===== src/include/cfm_params.svh =====
// offsets, field positions, reset values of the charger fault mask bank
// What this block does
// - bit 7 of first mask gates input overvoltage; 1 masks; reset 0
// - bit 5 of first mask gates battery overcurrent; 1 masks; reset 0
// - bit 4 of first mask gates battery undervoltage; 1 masks; reset 0
// - bits 3..0 of first mask gate cold, cool, warm, hot; reset 0
// - bit 6 of first mask is spare read/write, reset 0, no effect
// - bit 7 of adc mask gates conversion ready; reset 0, enabled
// - bits 6..4 of adc mask gate comparators one..three; reset 1
// - bit 0 of adc mask gates thermistor open; reset 1; whole 0x71
// - bits 3..1 of adc mask are spare read/write, reset 000
// - bit 6 of timer mask gates watchdog expiry; reset 0
// - bit 5 of timer mask gates charge safety timer expiry; reset 0
// - bit 4 of timer mask gates regulator overcurrent; reset 0
// - bit 3 of timer mask gates limit resistor open; reset 0
// - bits 2 and 1 of timer mask gate button wake one, two
// - bit 0 of timer mask gates reset warning; bit 7 spare, reset 0
// - each flag latches on its event and clears when its register is read
// - comparator flags set when measurement passes threshold in chosen way
`ifndef CFM_PARAMS_SVH
`define CFM_PARAMS_SVH
`define CFM_FLAG_BT_OFS 8'h04
`define CFM_FLAG_ADC_OFS 8'h05
`define CFM_FLAG_TMR_OFS 8'h06
`define CFM_GATE_BT_OFS 8'h08
`define CFM_GATE_ADC_OFS 8'h09
`define CFM_GATE_TMR_OFS 8'h0A
`define CFM_GATE_BT_RST 8'h00
`define CFM_GATE_ADC_RST 8'h71
`define CFM_GATE_TMR_RST 8'h00
`define CFM_FLAG_RST 8'h00
// bits that name a real interrupt source in each register
`define CFM_SRC_BT 8'hBF
`define CFM_SRC_ADC 8'hF1
`define CFM_SRC_TMR 8'h7F
// field positions
`define CFM_BIT_OVP 7
`define CFM_BIT_BAT_OC 5
`define CFM_BIT_BAT_UV 4
`define CFM_BIT_ADC_RDY 7
`define CFM_BIT_CMP1 6
`define CFM_BIT_CMP2 5
`define CFM_BIT_CMP3 4
`define CFM_BIT_TS_OPEN 0
`define CFM_BIT_WDOG 6
`define CFM_BIT_CHG_TMR 5
`define CFM_BIT_LDO_OC 4
`define CFM_BIT_RLIM 3
`define CFM_BIT_WAKE1 2
`define CFM_BIT_WAKE2 1
`define CFM_BIT_RST_WARN 0
`endif


===== src/include/cfm_pkg.sv =====
// types of the charger fault mask bank
package cfm_pkg;
  typedef struct packed {
    logic [7:0] gate_bt;
    logic [7:0] gate_adc;
    logic [7:0] gate_tmr;
    logic [7:0] flag_bt;
    logic [7:0] flag_adc;
    logic [7:0] flag_tmr;
    logic [7:0] rdata;
    logic irq;
  } cfm_state_t;
endpackage


===== src/verilog/cfm_irq_mask_bank.sv =====
// fault flags, interrupt masks and interrupt pulse of the charger
`include "cfm_params.svh"
module cfm_irq_mask_bank (
  // clock and reset
  input wire logic ref_clk,
  input wire logic rst_n,
  // register port from the serial interface logic
  input wire logic [7:0] reg_addr,
  input wire logic [7:0] reg_wdata,
  input wire logic reg_wr,
  input wire logic reg_rd,
  output logic [7:0] reg_rdata,
  // battery and thermistor events, one-cycle pulses
  input wire logic ev_input_overvoltage,
  input wire logic ev_battery_overcurrent,
  input wire logic ev_battery_undervoltage,
  input wire logic [3:0] ev_ts_region,
  // adc events and comparator setup
  input wire logic ev_adc_ready,
  input wire logic ev_ts_open,
  input wire logic [15:0] adc_result,
  input wire logic [15:0] comp_threshold_1,
  input wire logic [15:0] comp_threshold_2,
  input wire logic [15:0] comp_threshold_3,
  input wire logic [2:0] comp_above,
  // timer and regulator events
  input wire logic ev_watchdog,
  input wire logic ev_charge_timer,
  input wire logic ev_regulator_oc,
  input wire logic ev_limit_resistor_open,
  input wire logic ev_wake_first,
  input wire logic ev_wake_second,
  input wire logic ev_reset_warn,
  // interrupt to the host
  output logic irq_pulse
);

  localparam cfm_pkg::cfm_state_t RST_ST = '{
    gate_bt: `CFM_GATE_BT_RST,
    gate_adc: `CFM_GATE_ADC_RST,
    gate_tmr: `CFM_GATE_TMR_RST,
    flag_bt: `CFM_FLAG_RST,
    flag_adc: `CFM_FLAG_RST,
    flag_tmr: `CFM_FLAG_RST,
    rdata: 8'h00,
    irq: 1'b0
  };

  cfm_pkg::cfm_state_t st_r;
  cfm_pkg::cfm_state_t st_nxt;
  logic [7:0] set_bt;
  logic [7:0] set_adc;
  logic [7:0] set_tmr;
  logic [7:0] new_bt;
  logic [7:0] new_adc;
  logic [7:0] new_tmr;
  logic rd_bt;
  logic rd_adc;
  logic rd_tmr;

  // comparator test in the direction chosen for it
  function automatic logic cmp_hit(input logic [15:0] val,
                                   input logic [15:0] thr,
                                   input logic above);
    cmp_hit = above ? (val > thr) : (val < thr);
  endfunction

  // newly set flags: was clear, or being cleared this very cycle
  function automatic logic [7:0] fresh(input logic [7:0] set,
                                       input logic [7:0] flag,
                                       input logic clr);
    fresh = set & (~flag | {8{clr}});
  endfunction

  // event vectors laid out as in the flag registers
  always_comb begin
    set_bt = 8'h00;
    set_bt[`CFM_BIT_OVP] = ev_input_overvoltage;
    set_bt[`CFM_BIT_BAT_OC] = ev_battery_overcurrent;
    set_bt[`CFM_BIT_BAT_UV] = ev_battery_undervoltage;
    set_bt[3:0] = ev_ts_region; // cold, cool, warm, hot
    set_adc = 8'h00;
    set_adc[`CFM_BIT_ADC_RDY] = ev_adc_ready;
    set_adc[`CFM_BIT_CMP1] = ev_adc_ready &&
      cmp_hit(adc_result, comp_threshold_1, comp_above[0]);
    set_adc[`CFM_BIT_CMP2] = ev_adc_ready &&
      cmp_hit(adc_result, comp_threshold_2, comp_above[1]);
    set_adc[`CFM_BIT_CMP3] = ev_adc_ready &&
      cmp_hit(adc_result, comp_threshold_3, comp_above[2]);
    set_adc[`CFM_BIT_TS_OPEN] = ev_ts_open;
    set_tmr = 8'h00;
    set_tmr[`CFM_BIT_WDOG] = ev_watchdog;
    set_tmr[`CFM_BIT_CHG_TMR] = ev_charge_timer;
    set_tmr[`CFM_BIT_LDO_OC] = ev_regulator_oc;
    set_tmr[`CFM_BIT_RLIM] = ev_limit_resistor_open;
    set_tmr[`CFM_BIT_WAKE1] = ev_wake_first;
    set_tmr[`CFM_BIT_WAKE2] = ev_wake_second;
    set_tmr[`CFM_BIT_RST_WARN] = ev_reset_warn;
  end

  // read strobes of the clear-on-read flag registers
  assign rd_bt = reg_rd && (reg_addr == `CFM_FLAG_BT_OFS);
  assign rd_adc = reg_rd && (reg_addr == `CFM_FLAG_ADC_OFS);
  assign rd_tmr = reg_rd && (reg_addr == `CFM_FLAG_TMR_OFS);

  // fresh flags that also pass their gate
  assign new_bt = fresh(set_bt, st_r.flag_bt, rd_bt) &
                  ~st_r.gate_bt & `CFM_SRC_BT;
  assign new_adc = fresh(set_adc, st_r.flag_adc, rd_adc) &
                   ~st_r.gate_adc & `CFM_SRC_ADC;
  assign new_tmr = fresh(set_tmr, st_r.flag_tmr, rd_tmr) &
                   ~st_r.gate_tmr & `CFM_SRC_TMR;

  // next state: writes, flags, read data, interrupt
  always_comb begin
    st_nxt = st_r;
    if (reg_wr) begin
      case (reg_addr)
        `CFM_GATE_BT_OFS: st_nxt.gate_bt = reg_wdata;
        `CFM_GATE_ADC_OFS: st_nxt.gate_adc = reg_wdata;
        `CFM_GATE_TMR_OFS: st_nxt.gate_tmr = reg_wdata;
        default: st_nxt.gate_bt = st_r.gate_bt;
      endcase
    end
    // set wins over the clear of a read
    st_nxt.flag_bt = (st_r.flag_bt & ~{8{rd_bt}}) | set_bt;
    st_nxt.flag_adc = (st_r.flag_adc & ~{8{rd_adc}}) | set_adc;
    st_nxt.flag_tmr = (st_r.flag_tmr & ~{8{rd_tmr}}) | set_tmr;
    if (reg_rd) begin
      case (reg_addr)
        `CFM_FLAG_BT_OFS: st_nxt.rdata = st_r.flag_bt;
        `CFM_FLAG_ADC_OFS: st_nxt.rdata = st_r.flag_adc;
        `CFM_FLAG_TMR_OFS: st_nxt.rdata = st_r.flag_tmr;
        `CFM_GATE_BT_OFS: st_nxt.rdata = st_r.gate_bt;
        `CFM_GATE_ADC_OFS: st_nxt.rdata = st_r.gate_adc;
        `CFM_GATE_TMR_OFS: st_nxt.rdata = st_r.gate_tmr;
        default: st_nxt.rdata = 8'h00; // unmapped reads zero
      endcase
    end
    st_nxt.irq = |{new_bt, new_adc, new_tmr};
  end

  // state register
  always_ff @(posedge ref_clk or negedge rst_n) begin
    if (!rst_n) begin
      st_r <= RST_ST;
    end else begin
      st_r <= st_nxt;
    end
  end

  assign reg_rdata = st_r.rdata;
  assign irq_pulse = st_r.irq;

  // unmasked overvoltage on a clear flag pulses the interrupt
  property p_ovp_irq;
    @(posedge ref_clk) disable iff (!rst_n)
      (ev_input_overvoltage && !st_r.flag_bt[7] && !st_r.gate_bt[7])
      |=> irq_pulse && st_r.flag_bt[7];
  endproperty
  a_ovp_irq: assert property (p_ovp_irq)
    else $error("unmasked overvoltage gave no interrupt");

  // an interrupt always has an unmasked fresh cause
  property p_irq_cause;
    @(posedge ref_clk) disable iff (!rst_n)
      irq_pulse |-> $past(|{new_bt, new_adc, new_tmr});
  endproperty
  a_irq_cause: assert property (p_irq_cause)
    else $error("interrupt without unmasked cause");

  // a flag holds until its register is read
  property p_flag_hold;
    @(posedge ref_clk) disable iff (!rst_n)
      (ev_battery_overcurrent ##1 !rd_bt[*2]) |=> st_r.flag_bt[5];
  endproperty
  a_flag_hold: assert property (p_flag_hold)
    else $error("overcurrent flag lost before read");

  // reading a flag register with no events clears it, returns old value
  property p_clear_on_read;
    @(posedge ref_clk) disable iff (!rst_n)
      (rd_tmr && set_tmr == 8'h00)
      |=> st_r.flag_tmr == 8'h00 && reg_rdata == $past(st_r.flag_tmr);
  endproperty
  a_clear_on_read: assert property (p_clear_on_read)
    else $error("timer flags not cleared on read");

  // whole first mask register, spare bit included, reads back
  property p_gate_bt_rw;
    @(posedge ref_clk) disable iff (!rst_n)
      (reg_wr && reg_addr == `CFM_GATE_BT_OFS)
      ##1 (reg_rd && reg_addr == `CFM_GATE_BT_OFS && !reg_wr)
      |=> reg_rdata == $past(reg_wdata, 2);
  endproperty
  a_gate_bt_rw: assert property (p_gate_bt_rw)
    else $error("first mask register readback wrong");

  // spare adc mask field stores what was written
  property p_gate_adc_spare;
    @(posedge ref_clk) disable iff (!rst_n)
      (reg_wr && reg_addr == `CFM_GATE_ADC_OFS)
      |=> st_r.gate_adc[3:1] == $past(reg_wdata[3:1]);
  endproperty
  a_gate_adc_spare: assert property (p_gate_adc_spare)
    else $error("adc mask spare field not stored");

  // comparator one alarm follows the above setting
  property p_cmp1;
    @(posedge ref_clk) disable iff (!rst_n)
      (ev_adc_ready && comp_above[0] &&
       adc_result > comp_threshold_1) |=> st_r.flag_adc[6];
  endproperty
  a_cmp1: assert property (p_cmp1)
    else $error("comparator one alarm missed");

  // masked watchdog alone latches but raises nothing
  property p_wdog_masked;
    @(posedge ref_clk) disable iff (!rst_n)
      (set_tmr == 8'h40 && st_r.gate_tmr[6] &&
       set_bt == 8'h00 && set_adc == 8'h00)
      |=> !irq_pulse && st_r.flag_tmr[6];
  endproperty
  a_wdog_masked: assert property (p_wdog_masked)
    else $error("masked watchdog raised interrupt");

  // comparator alarms gated by default after reset
  property p_adc_gate_rst;
    @(posedge ref_clk) disable iff (!rst_n)
      $rose(rst_n) |-> st_r.gate_adc == `CFM_GATE_ADC_RST;
  endproperty
  a_adc_gate_rst: assert property (p_adc_gate_rst)
    else $error("adc mask reset value wrong");

  // unmasked cold region entry pulses the interrupt
  property p_ts_cold_irq;
    @(posedge ref_clk) disable iff (!rst_n)
      (ev_ts_region[3] && !st_r.flag_bt[3] && !st_r.gate_bt[3])
      |=> irq_pulse && st_r.flag_bt[3];
  endproperty
  a_ts_cold_irq: assert property (p_ts_cold_irq)
    else $error("unmasked cold region gave no interrupt");

  // masked undervoltage alone latches but raises nothing
  property p_bat_uv_masked;
    @(posedge ref_clk) disable iff (!rst_n)
      (set_bt == 8'h10 && st_r.gate_bt[4] &&
       set_adc == 8'h00 && set_tmr == 8'h00)
      |=> !irq_pulse && st_r.flag_bt[4];
  endproperty
  a_bat_uv_masked: assert property (p_bat_uv_masked)
    else $error("masked undervoltage raised interrupt");

  // unmasked conversion ready pulses the interrupt
  property p_adc_rdy_irq;
    @(posedge ref_clk) disable iff (!rst_n)
      (ev_adc_ready && !st_r.flag_adc[7] && !st_r.gate_adc[7])
      |=> irq_pulse && st_r.flag_adc[7];
  endproperty
  a_adc_rdy_irq: assert property (p_adc_rdy_irq)
    else $error("unmasked conversion ready gave no interrupt");

  // comparator alarms under a set gate raise nothing
  property p_cmp_masked;
    @(posedge ref_clk) disable iff (!rst_n)
      (set_adc[6:4] != 3'h0 && st_r.gate_adc[7:4] == 4'hF &&
       !set_adc[0] && set_bt == 8'h00 && set_tmr == 8'h00)
      |=> !irq_pulse;
  endproperty
  a_cmp_masked: assert property (p_cmp_masked)
    else $error("masked comparator alarm raised interrupt");

  // a result equal to threshold two never alarms
  property p_cmp2_equal;
    @(posedge ref_clk) disable iff (!rst_n)
      (ev_adc_ready && adc_result == comp_threshold_2 &&
       !st_r.flag_adc[5]) |=> !st_r.flag_adc[5];
  endproperty
  a_cmp2_equal: assert property (p_cmp2_equal)
    else $error("comparator two alarmed on equal value");

  // comparator three alarms below its threshold when so chosen
  property p_cmp3_below;
    @(posedge ref_clk) disable iff (!rst_n)
      (ev_adc_ready && !comp_above[2] &&
       adc_result < comp_threshold_3) |=> st_r.flag_adc[4];
  endproperty
  a_cmp3_below: assert property (p_cmp3_below)
    else $error("comparator three alarm missed");

  // unmasked charge timer expiry pulses the interrupt
  property p_chg_tmr_irq;
    @(posedge ref_clk) disable iff (!rst_n)
      (ev_charge_timer && !st_r.flag_tmr[5] && !st_r.gate_tmr[5])
      |=> irq_pulse && st_r.flag_tmr[5];
  endproperty
  a_chg_tmr_irq: assert property (p_chg_tmr_irq)
    else $error("unmasked charge timer gave no interrupt");

  // an event on a flag already set, with its register not read that cycle, does not pulse again
  property p_no_repulse;
    @(posedge ref_clk) disable iff (!rst_n)
      (set_tmr == 8'h40 && st_r.flag_tmr[6] && !rd_tmr &&
       set_bt == 8'h00 && set_adc == 8'h00) |=> !irq_pulse;
  endproperty
  a_no_repulse: assert property (p_no_repulse)
    else $error("set watchdog flag pulsed again");

  // other mask registers come out of reset cleared
  property p_gate_rst;
    @(posedge ref_clk) disable iff (!rst_n)
      $rose(rst_n) |-> st_r.gate_bt == `CFM_GATE_BT_RST &&
        st_r.gate_tmr == `CFM_GATE_TMR_RST;
  endproperty
  a_gate_rst: assert property (p_gate_rst)
    else $error("mask reset value wrong");

endmodule

===== config.mk =====
export PLATFORM = sky130hd
export DESIGN_NAME = cfm_irq_mask_bank
export DESIGN_NICKNAME = d
export VERILOG_FILES = /design/src/include/cfm_pkg.sv /design/src/verilog/cfm_irq_mask_bank.sv
export VERILOG_INCLUDE_DIRS = /design/src /design/src/include
export SDC_FILE = /design/constraint.sdc
export NUM_CORES = 1
export LEC_CHECK = 0
export ABC_AREA = 1
export BUFFER_PORTS_ARGS = -buffer_cell sky130_fd_sc_hd__buf_4
export CORE_MARGIN = 4
export CORE_UTILIZATION = 53
export DETAILED_ROUTE_END_ITERATION = 10
export GPL_ROUTABILITY_DRIVEN = 0
export GPL_TIMING_DRIVEN = 0
export PLACE_DENSITY = 0.85
export SKIP_LAST_GASP = 1
export SYNTH_ARGS = -nofsm -noshare
export SYNTH_HDL_FRONTEND = slang
export SYNTH_SLANG_ARGS = --single-unit

===== constraint.sdc =====
create_clock -name ref_clk -period 1.5 [get_ports ref_clk]
set_clock_uncertainty 0.1 [all_clocks]
set_input_delay 0.15 -clock ref_clk [delete_from_list [all_inputs] [get_ports ref_clk]]
set_output_delay 0.15 -clock ref_clk [all_outputs]
set_load 0.05 [all_outputs]

==> results.txt <==
outcome: finished clean
Post-synth top flop: dfrtp_1
vias in the first global route: 4253
mux share of post-synthesis cell area: 0%
initial antenna violation count: 0
sequential share of power: 39.0%
Final Critical Period: 1400 ps
syn nets: 727
ratio of final minimum period to clock period: 93.5%
Switching Power: 1.14 mW
Comb power frac: 21.1%
Synth Cell Area: 0.00419 mm2
Simple-Gate Fraction of Synth Area: 29.2%
commonest non-fill, non-tap cells in the layout: nand2_1 (195), buf_4 (120), inv_1 (99)
hpwl dp: 8.89 mm
fin. max-slew vios: 0
worst-path fanout max: 2
routed via count: 4279
Die Y: 96.9 um
Yosys reg bits: 57
largest cells by area after synthesis: dfrtp_1 (32%), nand2_1 (17%), ha_1 (14%)
Synth Area in Compound Gates: 10.2%
Setup CP Type: input pin to flip-flop
Peak Freq: 713 MHz
DRC viols: 0
adder-cell share of the synthesized area: 14.3%
pre-CTS setup slack: -205 ps
Finished Layout Cells: 825
WP data required: 1640 ps
Post-synth ARST share: 100%
Synth top area share: 31.7%
Clock Latency Late Sink: 340 ps
Die Area: 0.00938 mm2
first-pass GRT wire length: 18.9 mm
CTS buffer count: 9
largest net degree at the start of global routing: 58
Routed WL: 11.6 mm
Synth Instances: 576
Tightest Pin Transition: 714 ps
relative max-transition margin: 52.4%
drt pass-1 iters: 6
port bufs: 111
DP Cell Count: 789
n_diodes: 0
Die W: 96.9 um
Hold Violations, Final: 0
fillers: 556
CTS sink cnt: 57
Final ANT Viol Nets: 0
Internal: 3.04 mW
Post-Synth XOR/XNOR Area: 0%
EDFF count, synth: 0
vias per inst: 5.19
YS warnings: 0
nets: 869
sequential cell area: 0.00143 mm2
peak supply drop: 0.628 mV
commonest non-fill, non-tap cell in the layout: nand2_1
clock group share of total power: 39.9%
Core Area: 0.00769 mm2
Critical Path End Type: flip-flop
Mean Syn Cell Area: 7.27 um2
layout cell share with drive strength beyond 1: 25.3%
maxcap violations: 0
H-tree lvl count: 3
Hold Crit Class: input pin to flip-flop
DR iter-0 viols: 254
Root Driver: clkbuf_8
CTS clk-pin slew, worst paths: 70 ps
PD cells: 746 mW/mm2
footprint of the multi-input gates: 0.00227 mm2
CP Data Arrival Time: 1540 ps
Final setup viols: 0
GRT Total Usage: 24.5%
largest family of logic cells by synthesized area: simple AND/OR/NAND/NOR gates
number of I/O pins: 112
area leader, netlist: dfrtp_1
grt ovf: 0
post-synthesis sequential area ratio: 34.2%
setup slack after layout: 97.3 ps
WL per Instance: 14.1 um
row count: 32
CTS tree: yes
Switching Share: 27.3%
Initial Utilization: 54.4%
unique cell type count in the Yosys netlist: 30
clock buffer depth: 2
unrepaired setup endpoints after global routing: true
Worst Setup Start Kind: input pin
Static Leakage: 3.21 nW
Area growth, synth to finish: 33.6%
[final cells by class]
| type | instances | area share [%] |
|---|---|---|
| tap | 102 | 2.28 |
| clock inverter | 5 | 1.39 |
| inverter | 104 | 6.98 |
| buffer | 14 | 2.04 |
| clock buffer | 11 | 2.71 |
| sequential | 57 | 25.6 |
| multi-input combinational | 401 | 40.6 |
| timing repair buffer | 131 | 18.4 |
[power by group through the flow]
stage / sequential [mW] / clock (mW) / combinational [mW]
after global placement: 1.65 / 0 / 0.798
after CTS: 1.63 / 1.67 / 0.880
final: 1.63 / 1.66 / 0.880
after detailed placement: 1.66 / 0 / 0.837
after floorplan: 1.65 / 0 / 0.451
after global routing: 1.63 / 1.74 / 0.993
[worst max-delay path, stage by stage]
cell and delay (ps):
dlygate4sd3_1 560, buf_4 140, inv_2 40, nor2_1 40, nand2_1 60, nand2_1 80
nor2_2 120, nand2_1 80, nor2_2 120, nand2_1 60, inv_1 60, nand2_1 50
[logic make-up after synthesis]
kind of cell	Yosys count
buf+inv	118
flops	57
fa+ha+maj	48
compound gates	67
simple gates	286
[what timing repair did]
action	CTS	global route
hold buffers	19	0
setup buffers	0	2
endpoints found under the hold margin	71	0
endpoints found under the setup margin	0	1
resized for setup	0	6
[cells in the mapped netlist, types with 2 or more instances]
cell type  number
nand2_1       195
inv_1         101
dfrtp_1        53
ha_1           48
nor2_1         39
a21oi_1        25
nand3_1        19
o21ai_2        15
nand4_1        14
o21ai_0        12
buf_4           8
nand2_2         5
o22a_1          5
buf_6           4
dfstp_2         4
nand3_2         4
o21ai_1         4
inv_2           3
nand2_4         3
nor3_1          3
a21o_1          2
nor2_4          2
[final timing paths]
path	startpoint	endpoint	slack, ps	depth (start not counted)
setup / recovery	ev_ts_region[1]	irq_pulse	100	12
hold / removal	reg_wdata[3]	st_r[44]	10	3
setup reg to reg	st_r[41]	irq_pulse	160	9
hold reg to reg	st_r[19]	st_r[19]	380	2
max in group asynchronous	rst_n	st_r[29]	520	2
min in group asynchronous	rst_n	reg_rdata[3]	300	2
[state kept, by name, summed over array words and instances, names as in the netlist]
name,cells
irq_pulse,1
st_r,48
reg_rdata,8
[through the flow]
stage	instance area [um2]	TNS (ps)	hold slack, ps	utilization [%]	total power, mW
floorplan	4190	0	-246	-	2.10
global placement	5150	-1810	142	66.9	2.45
detailed placement	5150	-3780	147	66.9	2.49
CTS	5570	0	3.02	72.4	4.18
global route	5590	-16.1	7.47	72.8	4.37
finish	5590	0	12.2	72.8	4.17
[per-layer routing]
| layer | track usage, % | routed length (um) | up-vias | part of all wire (%) |
|---|---|---|---|---|
| li1 | - | - | 2099 | - |
| met4 | 9.29 | 275 | 0 | 2.4 |
| met5 | 0 | 0 | - | 0 |
| met3 | 3.75 | 763 | 30 | 6.6 |
| met2 | 43.4 | 5930 | 171 | 51 |
| met1 | 29.8 | 4670 | 1979 | 40 |
Power figures use the tool's default switching activity.
